$ cat config.mk
export PLATFORM = sky130hd
export DESIGN_NAME = ipc_top
export DESIGN_NICKNAME = d
export VERILOG_FILES = /design/src/rtl/ipc_pkg.sv /design/src/rtl/ipc_top.sv
export SDC_FILE = /design/constraint.sdc
export NUM_CORES = 1
export LEC_CHECK = 0
export ABC_AREA = 1
export ABC_CLOCK_PERIOD_IN_PS = 9300
export BUFFER_PORTS_ARGS = -buffer_cell sky130_fd_sc_hd__buf_2
export CORE_UTILIZATION = 50
export DETAILED_ROUTE_END_ITERATION = 8
export PLACE_DENSITY = 0.71
export SYNTH_ARGS = -nofsm -noshare
export SYNTH_HDL_FRONTEND = slang
export SYNTH_SLANG_ARGS = --single-unit
$ cat constraint.sdc
create_clock -name core_clk_i -period 9.3 [get_ports core_clk_i]
set_clock_uncertainty 0.2 [all_clocks]
set_input_delay 0.465 -clock core_clk_i [delete_from_list [all_inputs] [get_ports core_clk_i]]
set_output_delay 0.465 -clock core_clk_i [all_outputs]
set_load 0.03 [all_outputs]
$ cat src/rtl/ipc_pkg.sv
package ipc_pkg;

    ////////////////////////////////////////////////////////////////////////
    // sizes
    localparam int NSRC = 16;            // sources held in this block
    localparam int EXT_N = 5;            // external edge pins
    localparam int PRIO_W = 3;           // per-source priority width
    localparam int PRIO_PER_WORD = 4;    // priority nibbles per word
    localparam int PRIO_WORDS = 4;       // priority registers
    localparam int EVT_N = 2;            // event status bits

    ////////////////////////////////////////////////////////////////////////
    // register byte offsets on the apb
    localparam logic [7:0] OFS_CPU_STATUS = 8'h00; // cpu_status_word
    localparam logic [7:0] OFS_CORE_CTRL = 8'h04;  // core_control_word
    localparam logic [7:0] OFS_CTRL_ONE = 8'h08;   // irq_control_one
    localparam logic [7:0] OFS_CTRL_TWO = 8'h0c;   // irq_control_two
    localparam logic [7:0] OFS_FLAG = 8'h10;       // request_flag_reg_zero
    localparam logic [7:0] OFS_ENABLE = 8'h14;     // source_enable_reg_zero
    localparam logic [7:0] OFS_PRIO0 = 8'h18;      // priority words 0..3
    localparam logic [7:0] OFS_PENDING = 8'h28;    // pending_vector_reg
    localparam logic [7:0] OFS_EVT_STAT = 8'h2c;   // event status, w1c
    localparam logic [7:0] OFS_EVT_MASK = 8'h30;   // event mask

    ////////////////////////////////////////////////////////////////////////
    // field positions
    localparam int LVL_LSB = 5;          // cpu level bits 7:5
    localparam int LVL_TOP_BIT = 3;      // fourth level bit
    localparam int NEST_BIT = 15;        // nesting disable
    localparam int DIV0_BIT = 6;         // divide by zero cause
    localparam int TRAP_LSB = 1;         // trap flags bits 5:1
    localparam int ALT_BIT = 15;         // alternate table select
    localparam int HOLD_BIT = 14;        // irq hold active status
    localparam int EVT_PEND_BIT = 0;     // new pending event
    localparam int EVT_TRAP_BIT = 1;     // trap event

    ////////////////////////////////////////////////////////////////////////
    // values
    localparam logic [6:0] VEC_BASE = 7'h08;   // vector of source 0
    localparam logic [15:0] RESET_WORD = 16'h0000;

    ////////////////////////////////////////////////////////////////////////
    // carriers
    typedef struct packed {
        logic psel;
        logic penable;
        logic pwrite;
        logic [7:0] paddr;
        logic [31:0] pwdata;
    } ipc_apb_req_t;

    typedef struct packed {
        logic div0;   // cause qualifier for math trap
        logic dma;
        logic math;
        logic addr;
        logic stk;
        logic osc;
    } ipc_trap_t;

endpackage : ipc_pkg

$ cat src/rtl/ipc_top.sv
// Our own choices: the placing of the registers and register access over APB.
`timescale 1ns/100ps
// Operation
// RULE1: per-source flag, hardware sets, software clears
// RULE2: per-source enable gates each source
// RULE3: three-bit priority per source, eight levels
// RULE4: latch pending vector and new level
// RULE5: flag, enable, priority in vector order
// RULE6: cpu level low bits at 7:5, writable
// RULE7: fourth level bit read or clear only
// RULE8: level is top bit over low field
// RULE9: nesting disable freezes cpu level field; an irq ack still loads it
// RULE10: nesting disable bit at bit 15
// RULE11: divide by zero cause at bit 6
// RULE12: sticky trap flags bits 5 to 1
// RULE13: bit 15 selects alternate vector table
// RULE14: bit 14 shows irq hold active
// RULE15: bits 4:0 select external edge polarity
// RULE16: unimplemented bits read zero, ignore writes
// RULE17: all implemented bits clear at reset
// RULE18: pending needs flag, enable, priority above level
module ipc_top (
    input wire logic core_clk_i,                 // system clock 10 MHz
    input wire logic reset_n_i,                  // async reset, low
    input wire ipc_pkg::ipc_apb_req_t apb_i,     // apb request group
    output logic pready_o,                       // apb ready
    output logic [31:0] prdata_o,                // apb read data
    output logic pslverr_o,                      // apb error, unmapped
    input wire logic [ipc_pkg::NSRC-1:0] src_req_i, // peripheral pulses
    input wire logic [ipc_pkg::EXT_N-1:0] ext_pin_i, // external pins
    input wire ipc_pkg::ipc_trap_t trap_i,       // trap event pulses
    input wire logic irq_hold_i,                 // hold instruction active
    input wire logic irq_ack_i,                  // cpu takes pending irq
    output logic irq_req_o,                      // pending irq to cpu
    output logic [6:0] irq_vector_o,             // pending vector number
    output logic [3:0] irq_level_o,              // pending new level
    output logic alt_table_o,                    // use alternate table
    output logic [ipc_pkg::EXT_N-1:0] ext_edge_o, // selected edge seen
    output logic irq_o                           // event interrupt
);

    ////////////////////////////////////////////////////////////////////////
    // reset release through two flops
    logic rst_meta;   // first stage, read only by rst_n
    logic rst_n;      // design reset copy

    always_ff @(posedge core_clk_i or negedge reset_n_i) begin
        if (!reset_n_i) begin
            rst_meta <= 1'b0;
            rst_n <= 1'b0;
        end else begin
            rst_meta <= 1'b1;
            rst_n <= rst_meta;
        end
    end

    ////////////////////////////////////////////////////////////////////////
    // state
    logic pready;                               // access completes
    logic [31:0] prdata;                        // read data
    logic pslverr;                              // unmapped access
    logic [2:0] cpu_level_low;                  // level bits 7:5
    logic cpu_level_top;                        // fourth level bit
    logic nesting_disable;                      // blocks software writes to level bits 7:5
    logic divide_zero_cause;                    // math trap from div0
    logic [4:0] trap_flags;                     // dma,math,addr,stk,osc
    logic alternate_table_select;               // table select
    logic irq_hold_active;                      // sampled hold status
    logic [ipc_pkg::EXT_N-1:0] edge_polarity;   // 1 negative edge
    logic [ipc_pkg::EXT_N-1:0] ext_prev;        // last pin sample
    logic ext_primed;                           // pins sampled since reset
    logic [ipc_pkg::EXT_N-1:0] ext_edge;        // edge seen, registered
    logic [ipc_pkg::NSRC-1:0] request_flag;     // per-source flags
    logic [ipc_pkg::NSRC-1:0] source_enable;    // per-source enables
    logic [2:0] source_priority [ipc_pkg::NSRC]; // per-source level
    logic [6:0] pending_vector_number;          // latched vector
    logic [3:0] pending_new_level;              // latched level
    logic pending_valid;                        // request to cpu
    logic [ipc_pkg::EVT_N-1:0] evt_status;      // sticky events
    logic [ipc_pkg::EVT_N-1:0] evt_mask;        // event mask
    logic irq;                                  // event interrupt

    // next values
    logic next_pready;
    logic [31:0] next_prdata;
    logic next_pslverr;
    logic [2:0] next_cpu_level_low;
    logic next_cpu_level_top;
    logic next_nesting_disable;
    logic next_divide_zero_cause;
    logic [4:0] next_trap_flags;
    logic next_alternate_table_select;
    logic [ipc_pkg::EXT_N-1:0] next_edge_polarity;
    logic [ipc_pkg::EXT_N-1:0] next_ext_edge;
    logic [ipc_pkg::NSRC-1:0] next_request_flag;
    logic [ipc_pkg::NSRC-1:0] next_source_enable;
    logic [2:0] next_source_priority [ipc_pkg::NSRC];
    logic [6:0] next_pending_vector_number;
    logic [3:0] next_pending_new_level;
    logic next_pending_valid;
    logic [ipc_pkg::EVT_N-1:0] next_evt_status;
    logic [ipc_pkg::EVT_N-1:0] next_evt_mask;
    logic next_irq;

    // decoded strobes and helpers
    logic wr_en;                                // write takes effect now
    logic [4:0] trap_vec;                       // trap pulses as a word
    logic trap_any;                             // any trap this cycle
    logic best_found;                           // a source qualifies
    logic [3:0] best_idx;                       // winning source
    logic [2:0] best_prio;                      // its priority

    assign wr_en = apb_i.psel & apb_i.penable & pready & apb_i.pwrite;
    assign trap_vec = {trap_i.dma, trap_i.math, trap_i.addr,
                       trap_i.stk, trap_i.osc};
    assign trap_any = |trap_vec;

    ////////////////////////////////////////////////////////////////////////
    // apb slave: one wait cycle, data and ready from flops
    always_comb begin
        next_pready = apb_i.psel & apb_i.penable & ~pready;
        next_prdata = 32'h0000_0000;
        next_pslverr = 1'b0;
        unique case (apb_i.paddr)
            ipc_pkg::OFS_CPU_STATUS: begin
                next_prdata = {24'h00_0000, cpu_level_low, 5'h00}; // RULE6
            end
            ipc_pkg::OFS_CORE_CTRL: begin
                next_prdata = {28'h000_0000, cpu_level_top, 3'h0}; // RULE7
            end
            ipc_pkg::OFS_CTRL_ONE: begin
                next_prdata = {16'h0000, nesting_disable, 8'h00,
                               divide_zero_cause, trap_flags, 1'b0}; // RULE16
            end
            ipc_pkg::OFS_CTRL_TWO: begin
                next_prdata = {16'h0000, alternate_table_select,
                               irq_hold_active, 9'h000,
                               edge_polarity}; // RULE16
            end
            ipc_pkg::OFS_FLAG: begin
                next_prdata = {16'h0000, request_flag};
            end
            ipc_pkg::OFS_ENABLE: begin
                next_prdata = {16'h0000, source_enable};
            end
            ipc_pkg::OFS_PENDING: begin
                next_prdata = {20'h0_0000, pending_new_level, 1'b0,
                               pending_vector_number}; // RULE4
            end
            ipc_pkg::OFS_EVT_STAT: begin
                next_prdata = {30'h0000_0000, evt_status};
            end
            ipc_pkg::OFS_EVT_MASK: begin
                next_prdata = {30'h0000_0000, evt_mask};
            end
            default: begin
                // priority words, or an unmapped address
                next_pslverr = 1'b1;
                for (int w = 0; w < ipc_pkg::PRIO_WORDS; w++) begin
                    if (apb_i.paddr == ipc_pkg::OFS_PRIO0 + 8'(4 * w)) begin
                        next_pslverr = 1'b0;
                        for (int k = 0; k < ipc_pkg::PRIO_PER_WORD; k++) begin
                            next_prdata[4*k +: 3] =
                                source_priority[w*4 + k]; // RULE3 RULE5
                        end
                    end
                end
            end
        endcase
    end

    always_ff @(posedge core_clk_i or negedge rst_n) begin
        if (!rst_n) begin
            pready <= 1'b0;
            prdata <= 32'h0000_0000;
            pslverr <= 1'b0;
        end else begin
            pready <= next_pready;
            prdata <= next_prdata;
            pslverr <= next_pslverr;
        end
    end

    ////////////////////////////////////////////////////////////////////////
    // cpu level, control words and trap flags
    always_comb begin
        next_cpu_level_low = cpu_level_low;
        next_cpu_level_top = cpu_level_top;
        next_nesting_disable = nesting_disable;
        next_divide_zero_cause = divide_zero_cause;
        next_trap_flags = trap_flags;
        next_alternate_table_select = alternate_table_select;
        next_edge_polarity = edge_polarity;
        // software level change, refused while nesting is off
        if (wr_en && apb_i.paddr == ipc_pkg::OFS_CPU_STATUS &&
            !nesting_disable) begin
            next_cpu_level_low = apb_i.pwdata[7:5]; // RULE6 RULE9
        end
        // taking an irq raises the level to its priority
        if (irq_ack_i && pending_valid) begin
            next_cpu_level_low = pending_new_level[2:0];
        end
        // fourth bit: a written zero clears, a one is ignored
        if (wr_en && apb_i.paddr == ipc_pkg::OFS_CORE_CTRL &&
            !apb_i.pwdata[ipc_pkg::LVL_TOP_BIT]) begin
            next_cpu_level_top = 1'b0; // RULE7
        end
        if (trap_any) begin
            next_cpu_level_top = 1'b1; // traps cannot be masked
        end
        if (wr_en && apb_i.paddr == ipc_pkg::OFS_CTRL_ONE) begin
            next_nesting_disable = apb_i.pwdata[ipc_pkg::NEST_BIT]; // RULE10
            next_divide_zero_cause = apb_i.pwdata[ipc_pkg::DIV0_BIT];
            next_trap_flags = apb_i.pwdata[5:1]; // RULE12
        end
        // hardware sets win over a clearing write
        next_trap_flags = next_trap_flags | trap_vec; // RULE12
        if (trap_i.math && trap_i.div0) begin
            next_divide_zero_cause = 1'b1; // RULE11
        end
        if (wr_en && apb_i.paddr == ipc_pkg::OFS_CTRL_TWO) begin
            next_alternate_table_select =
                apb_i.pwdata[ipc_pkg::ALT_BIT]; // RULE13
            next_edge_polarity = apb_i.pwdata[4:0]; // RULE15
        end
    end

    always_ff @(posedge core_clk_i or negedge rst_n) begin
        if (!rst_n) begin
            cpu_level_low <= 3'h0; // RULE17
            cpu_level_top <= 1'b0;
            nesting_disable <= 1'b0;
            divide_zero_cause <= 1'b0;
            trap_flags <= 5'h00;
            alternate_table_select <= 1'b0;
            edge_polarity <= 5'h00;
            irq_hold_active <= 1'b0;
            ext_prev <= 5'h00;
            ext_primed <= 1'b0;
        end else begin
            cpu_level_low <= next_cpu_level_low;
            cpu_level_top <= next_cpu_level_top;
            nesting_disable <= next_nesting_disable;
            divide_zero_cause <= next_divide_zero_cause;
            trap_flags <= next_trap_flags;
            alternate_table_select <= next_alternate_table_select;
            edge_polarity <= next_edge_polarity;
            irq_hold_active <= irq_hold_i; // RULE14
            ext_prev <= ext_pin_i;
            ext_primed <= 1'b1;
        end
    end

    ////////////////////////////////////////////////////////////////////////
    // sources: edges, flags, enables, priorities
    always_comb begin
        // polarity one looks for a fall, zero for a rise
        // no edge before the first real sample: a pin idling high
        // would otherwise look like a rise right after reset
        for (int e = 0; e < ipc_pkg::EXT_N; e++) begin
            next_ext_edge[e] = ext_primed & (edge_polarity[e] ?
                (ext_prev[e] & ~ext_pin_i[e]) :
                (~ext_prev[e] & ext_pin_i[e])); // RULE15
        end
        next_request_flag = request_flag;
        next_source_enable = source_enable;
        next_source_priority = source_priority;
        if (wr_en && apb_i.paddr == ipc_pkg::OFS_FLAG) begin
            next_request_flag = apb_i.pwdata[15:0];
        end
        // set wins: a source firing during a clear stays flagged
        next_request_flag = next_request_flag | src_req_i |
            {15'h0000, next_ext_edge[0]}; // RULE1 RULE5
        if (wr_en && apb_i.paddr == ipc_pkg::OFS_ENABLE) begin
            next_source_enable = apb_i.pwdata[15:0]; // RULE2
        end
        for (int w = 0; w < ipc_pkg::PRIO_WORDS; w++) begin
            if (wr_en && apb_i.paddr == ipc_pkg::OFS_PRIO0 + 8'(4 * w)) begin
                for (int k = 0; k < ipc_pkg::PRIO_PER_WORD; k++) begin
                    next_source_priority[w*4 + k] =
                        apb_i.pwdata[4*k +: 3]; // RULE3 RULE16
                end
            end
        end
    end

    always_ff @(posedge core_clk_i or negedge rst_n) begin
        if (!rst_n) begin
            ext_edge <= 5'h00;
            request_flag <= ipc_pkg::RESET_WORD;
            source_enable <= ipc_pkg::RESET_WORD;
            for (int s = 0; s < ipc_pkg::NSRC; s++) begin
                source_priority[s] <= 3'h0;
            end
        end else begin
            ext_edge <= next_ext_edge;
            request_flag <= next_request_flag;
            source_enable <= next_source_enable;
            source_priority <= next_source_priority;
        end
    end

    ////////////////////////////////////////////////////////////////////////
    // arbitration: highest priority wins, ties to lowest natural order
    always_comb begin
        best_found = 1'b0;
        best_idx = 4'h0;
        best_prio = 3'h0;
        for (int s = 0; s < ipc_pkg::NSRC; s++) begin
            // four-bit compare puts every level with top bit set above 7
            if (request_flag[s] && source_enable[s] &&
                {1'b0, source_priority[s]} >
                {cpu_level_top, cpu_level_low} &&
                (!best_found || source_priority[s] > best_prio)) begin
                best_found = 1'b1; // RULE2 RULE8 RULE18
                best_idx = 4'(s);
                best_prio = source_priority[s];
            end
        end
        next_pending_valid = best_found;
        next_pending_vector_number = pending_vector_number;
        next_pending_new_level = pending_new_level;
        // last winner stays readable after the request goes away
        if (best_found) begin
            next_pending_vector_number =
                ipc_pkg::VEC_BASE + {3'h0, best_idx}; // RULE4 RULE5
            next_pending_new_level = {1'b0, best_prio}; // RULE4
        end
    end

    always_ff @(posedge core_clk_i or negedge rst_n) begin
        if (!rst_n) begin
            pending_valid <= 1'b0;
            pending_vector_number <= 7'h00;
            pending_new_level <= 4'h0;
        end else begin
            pending_valid <= next_pending_valid;
            pending_vector_number <= next_pending_vector_number;
            pending_new_level <= next_pending_new_level;
        end
    end

    ////////////////////////////////////////////////////////////////////////
    // event status, mask and interrupt line
    always_comb begin
        next_evt_status = evt_status;
        next_evt_mask = evt_mask;
        if (wr_en && apb_i.paddr == ipc_pkg::OFS_EVT_STAT) begin
            next_evt_status = evt_status & ~apb_i.pwdata[1:0];
        end
        if (wr_en && apb_i.paddr == ipc_pkg::OFS_EVT_MASK) begin
            next_evt_mask = apb_i.pwdata[1:0];
        end
        // new events beat a clear in the same cycle
        next_evt_status[ipc_pkg::EVT_PEND_BIT] =
            next_evt_status[ipc_pkg::EVT_PEND_BIT] |
            (best_found & ~pending_valid);
        next_evt_status[ipc_pkg::EVT_TRAP_BIT] =
            next_evt_status[ipc_pkg::EVT_TRAP_BIT] | trap_any;
        next_irq = |(next_evt_status & next_evt_mask);
    end

    always_ff @(posedge core_clk_i or negedge rst_n) begin
        if (!rst_n) begin
            evt_status <= 2'h0;
            evt_mask <= 2'h0;
            irq <= 1'b0;
        end else begin
            evt_status <= next_evt_status;
            evt_mask <= next_evt_mask;
            irq <= next_irq;
        end
    end

    ////////////////////////////////////////////////////////////////////////
    // outputs, all from flops
    assign pready_o = pready;
    assign prdata_o = prdata;
    assign pslverr_o = pslverr;
    assign irq_req_o = pending_valid;
    assign irq_vector_o = pending_vector_number;
    assign irq_level_o = pending_new_level;
    assign alt_table_o = alternate_table_select;
    assign ext_edge_o = ext_edge;
    assign irq_o = irq;

    logic flag_wr;   // flag word written this cycle
    assign flag_wr = wr_en && apb_i.paddr == ipc_pkg::OFS_FLAG;
endmodule : ipc_top

# After elaboration in Yosys (flattened, before gate mapping)
# Index checks and enable logic that the tools add are counted.
dict set report word_totals {
  rom_bits 0
  output_inout_bits 53
  input_bits 74
  mem_count 0
  latch_bits 0
  ram_bits 0
  regBits 161
  word_cells 321
}
dict set report classes {
  mux 91
  n_shift 0
  add_sub_neg 1
  bitwise_logic 40
  div_mod_pow 0
  n_mul 0
  eq_ne 12
  n_reduce_logical 106
  magnitude_cmp 31
}
# op count
set ops {}
lappend ops {{$mux 3} 34}
lappend ops {{$gt 3x4->1} 16}
lappend ops {{$logic_and 1x1->1} 63}
lappend ops {{$mux 4} 14}
lappend ops {{$gt 3x3->1} 15}
lappend ops {{$eq 8x6->1 const B} 5}
lappend ops {{$eq 8x5->1 const B} 4}
lappend ops {{$mux 1} 31}
lappend ops {{$pmux 3 s4} 2}
lappend ops {{$pmux 3 s8} 1}
lappend ops {{$pmux 3 s7} 1}
lappend ops {{$and 1x1->1} 20}
lappend ops {{$logic_not 1->1} 17}
lappend ops {{$eq 8x4->1 const B} 2}
lappend ops {{$mux 16} 1}
lappend ops {{$or 16x1->16} 1}
lappend ops {{$or 16x16->16} 1}
lappend ops {{$logic_or 1x1->1} 15}
lappend ops {{$not 1->1} 12}
lappend ops {{$reduce_or 6->1} 2}
lappend ops {{$reduce_or 9->1} 1}
lappend ops {{$eq 8x3->1 const B} 1}
lappend ops {{$logic_not 8->1} 1}
lappend ops {{$pmux 1 s6} 1}
lappend ops {{other kinds (14)} 20}

# Logic depth before layout (Yosys ltp)
dict set report depth {
  word_depth 67
  mapped_depth 151
}

# Worst setup path before layout
# OpenSTA, ideal clock, no wires.
dict set report synth_path {
  kind {register to register}
  start {register cpu_level_low[2]}
  end {register pending_vector_number[2] (netlist: irq_vector_o[2])}
  setup_time_ns 0.135
  required_time_ns 8.965
  setup_slack_ns -7.040
  arrival_ns 16.005
  path_buffers 0
  stages_incl_launch_ff 147
  period_less_slack_ns 16.340
  cell_sequence {dfrtp_1 inv_1 ha_1 nand2_1 inv_1 a21oi_2 nand2_2 clkinv_1 nand2_1 ha_1 a21oi_1 nand2_1 nand2_1 nand3_1 nand2_2 nand2_1 nand2_1 ha_1 [... 111 more ...] nand2_1 o21ai_0 nand2_1 nand2_1 nand2_1 or2_2 nand2_1 ha_1 a21oi_1 o21ai_0 nand2_1 nand2_1 nand2_1 nand3_1 inv_1 nand3_1 nor2_1 a21oi_1}
}
dict set report synth_between {
  elab_chain_cells 64
  elab_cells_between_ends 139
  cone_classes {add/sub: 1; order compare: 31; mux: 46; reduce/logical: 61}
}
# item line_no
set synth_rtl {}
lappend synth_rtl {{start, declared} ipc_top.sv:62} ;# logic [2:0] cpu_level_low;
lappend synth_rtl {{start signal, assigned} ipc_top.sv:241} ;# cpu_level_low <= next_cpu_level_low;
lappend synth_rtl {{$gt 3x4->1} ipc_top.sv:312} ;# {1'b0, source_priority[s]} >
lappend synth_rtl {{$logic_and 1x1->1} ipc_top.sv:311} ;# if (request_flag[s] && source_enable[s] &&
lappend synth_rtl {{$mux 3 / $mux 1 (equally long branches)} ipc_top.sv:311}
lappend synth_rtl {{$gt 3x3->1 / $logic_not 1->1 (equally long branches)} ipc_top.sv:314} ;# (!best_found || source_priority[s] > best_prio)) begin
lappend synth_rtl {{$logic_or 1x1->1} ipc_top.sv:314}
lappend synth_rtl {{$logic_and 1x1->1} ipc_top.sv:313} ;# {cpu_level_top, cpu_level_low} &&
lappend synth_rtl {{$mux 3 / $mux 1 (equally long branches)} ipc_top.sv:311}
lappend synth_rtl {{$gt 3x3->1 / $logic_not 1->1 (equally long branches)} ipc_top.sv:314}
lappend synth_rtl {{[... 48 more ...]} --}
lappend synth_rtl {{$logic_or 1x1->1} ipc_top.sv:314}
lappend synth_rtl {{$logic_and 1x1->1} ipc_top.sv:313}
lappend synth_rtl {{$mux 3 / $mux 1 (equally long branches)} ipc_top.sv:311}
lappend synth_rtl {{$gt 3x3->1 / $logic_not 1->1 (equally long branches)} ipc_top.sv:314}
lappend synth_rtl {{$logic_or 1x1->1} ipc_top.sv:314}
lappend synth_rtl {{$logic_and 1x1->1} ipc_top.sv:313}
lappend synth_rtl {{$mux 4} ipc_top.sv:311}
lappend synth_rtl {{$add 4x4->5} ipc_top.sv:326} ;# ipc_pkg::VEC_BASE + {3'h0, best_idx};
lappend synth_rtl {{end signal, assigned} ipc_top.sv:338} ;# pending_vector_number <= next_pending_vector_number;
lappend synth_rtl {{end, declared} ipc_top.sv:76} ;# logic [6:0] pending_vector_number;
# Several ways; a longest one is shown, not always the timed one.
# A chain may end at the register's enable or synchronous reset.

# Worst setup path in the final report
dict set report layout_path {
  start {register cpu_level_low[2]}
  end {register pending_vector_number[4] (netlist: irq_vector_o[4])}
}
# The elaborated chain is that of the path after synthesis.

==> results by group <==
Run status
  – Status: finished with violations
  – Failing checks: setup timing

Routing
  – Wire length per cell: between 15 and 20 um
  – 1st-iter DRT viols: between 700 and 800
  – Vias per inst: around 5.7
  – Via count: approximately 9.5k
  – Overall routed net length: roughly 31 mm
  – Post-DRT Antenna Nets: 0
  – DR DRC count: 0
  – DRT Pass-1 Iters: 6

Global routing
  – Largest net degree at the start of global routing: 61
  – Met3 Resource Use GR: 0.0570
  – Initial antenna violation count: 0
  – Congestion Overflow GR: 0
  – GR peak layer: met2
  – Global-route wire length before repair: about 47 mm
  – GRT met2 Usage: 0.560
  – Met1 usage: 0.430
  – Global Route Usage Sum: 0.341
  – Vias in the first global route: roughly 9k

Finish
  – Fill count: 1363
  – P&R area growth vs syn: 38.0%
  – Non-filler instance count after layout: 1683
  – Share of layout cells above drive strength 1: 0.340
  – Reg area: approximately 0.0036 mm^2
  – Final nets: 1601
  – Multi-input logic area: between 0.005 and 0.006 mm^2

Floorplan
  – Initial cell density of the core: 0.510
  – Die Y: around 140 um
  – Std-Cell Rows: 49
  – Core area: about 0.018 mm^2
  – Die Span X: 137 um
  – Die area: about 0.019 mm^2
  – # IOs: between 100 and 150

Worst setup path
  – CP max FO: 7
  – CP max stage delay: about 0.37 ns
  – Most frequent cell on the critical path: nand2_2
  – R2R cell count: 144
  – Slowest stage cell on the critical path: dfrtp_1
  – CP startpoint: cpu_level_low[2]
  – CP endpoint: irq_vector_o[4]
  – Worst r2r src: cpu_level_low[2]
  – CP endpoint kind: register
  – WS Path Type: reg2reg
  – Reg2reg end: irq_vector_o[4]
  – Critical Path RT: ~9.4 ns
  – Worst endpoint data arrival time: between 15 and 20 ns
  – Reg2reg setup slack: -6.72 ns
  – Worst Setup Start Kind: register

Min path
  – Worst Hold Class: in2reg

Place
  – PortBufs: about 90
  – Placed cell count: roughly 1.6k
  – Post-DP HPWL: approximately 22 mm
  – GPL Wtd Cong: a little over 1
  – Place WS: -6.84 ns

Synth
  – Ys Warns: 0
  – Post-synth EDFFs: 0
  – Ys async rst share: 1.00
  – Post-synth top cells: 252 x nand2_1, 143 x dfrtp_1, 141 x inv_1
  – Cells after Synth: roughly 1.2k
  – Seq/Total Area, Yosys: 0.392
  – Cell with the most instances after synthesis: nand2_1
  – Syn Std Cell Area: ~0.0091 mm^2
  – Ranking of synthesized cells by area: dfrtp_1 39%, ha_1 12%, nand2_1 10%
  – Cell taking the most area after synthesis: dfrtp_1
  – Yosys reg bits: around 140
  – Top-area cell type share of the netlist area: 0.392
  – Library cells used by synthesis: between 40 and 50
  – Primary FF master, synth: dfrtp_1
  – Mapped Avg Cell Area: 7.91 um^2

Timing
  – Unrepaired setup endpoints after global routing: true
  – Final WS setup: -6.72 ns
  – Minimum hold slack: about 0.015 ns
  – Final min period: roughly 16 ns
  – Setup TNS: -52.97 ns
  – Final setup viols: 8
  – Least-Margin Pin Slew: 1.10 ns
  – Endpoints failing hold: 0
  – Period utilization: 1.72
  – Slew Viols, Final: 0
  – Worst slew margin: 0.269
  – Max frequency: between 0.06 and 0.07 GHz

Power and ir drop
  – Final Total Pwr: 0.00141 W
  – PwrDens: 112 mW/mm^2
  – P_leak: just over 6 nW
  – Max VDD drop: 0.147 mV

CTS
  – Reg clk slew, reported paths: around 0.070 ns
  – H-tree depth: 4
  – Clock Latency Late Sink: around 0.44 ns
  – CTS Root Cell: clkbuf_16
  – Clock sinks: ~140
  – CTS tree: done
  – Clock Path Buffers: 2
  – CTS Buf Count: 17

Flow run
  – Max Cap Viol: 0
-- metrics by stage --
| step | cell area [um^2] | util |
|---|---|---|
| final | 12600 | 0.703 |
| after global routing | 12600 | 0.703 |
| after CTS | 12200 | 0.683 |
| after detailed placement | 11000 | 0.617 |
| after global placement | 11000 | 0.617 |
| after floorplan | 9440 | - |
-- report_power, final --
group / internal [W] / switching [W]
registers: 0.000627 / 0.00000493
logic: 0.0000193 / 0.0000523
clock network: 0.000391 / 0.000318
total: 0.00104 / 0.000375
-- layer usage --
metal	wire length, um	vias up
li1	-	4459
met1	12500	4468
met2	14800	478
met3	2570	111
met4	1440	0
met5	0	-
-- what timing repair did --
action,in CTS,in global routing
endpoints found under the hold margin,8,0
hold buffers,7,0
setup endpoints to repair,8,8
buffers inserted,32,14
resized for setup,60,61
pin swaps,80,63
-- sequential cells by signal, indices dropped and copies added (netlist names), 2 cells and up --
name / flops
ext_edge_o: 5
trap_flags: 5
edge_polarity: 5
evt_status: 2
evt_mask: 2
irq_vector_o: 5
prdata_o: 16
request_flag: 16
irq_level_o: 3
cpu_level_low: 3
source_priority: 48
source_enable: 16
ext_prev: 5
-- cell type report --
| cell class | instances | area share |
|---|---|---|
| timing repair buffer | 288 | 0.157 |
| clock buffer | 18 | 0.0349 |
| inverter | 145 | 0.0444 |
| tap | 229 | 0.0228 |
| clock inverter | 14 | 0.0125 |
| antenna | 1 | 0.000199 |
| sequential | 143 | 0.285 |
| multi-input combinational | 845 | 0.444 |
-- cell usage in the layout, fill, tap and decap left out, types with 42 or more instances in the layout --
cell type	Yosys	routed
inv_1	141	131
nand2_1	252	206
dfrtp_1	143	142
buf_4	19	185
o21ai_0	118	101
nand2_2	16	45
ha_1	87	69
nand3_1	59	42
nor2_1	82	75
buf_2	0	91
-- worst min-delay path by stage --
| stage | cells past startpoint | from | slack, ns | end |
|---|---|---|---|---|
| after global routing | 2 | src_req_i[15] | 0.02 | request_flag[15] |
| after global placement | 0 | rst_n | 0.04 | request_flag[14] |
| after CTS | 2 | src_req_i[14] | 0.01 | request_flag[14] |
| final | 2 | src_req_i[14] | 0.02 | request_flag[14] |
| after floorplan | 0 | reset_n_i | -0.03 | rst_meta |
| after detailed placement | 0 | rst_n | 0.05 | request_flag[11] |
-- critical path: cells and delay by family, from the launching register on --
kind	cells	cell delay [ns]
simple gates	80	6.69
compound gates	32	2.97
flops	1	0.37
buf+inv	16	1.23
fa+ha+maj	16	4.43
-- cells by family after synthesis --
family          share of synthesized area
fa+ha+maj                           0.119
buf+inv                            0.0835
other cells                      0.000823
simple gates                        0.238
compound gates                      0.166
flops                               0.392
(Power assumes the default switching activity.)
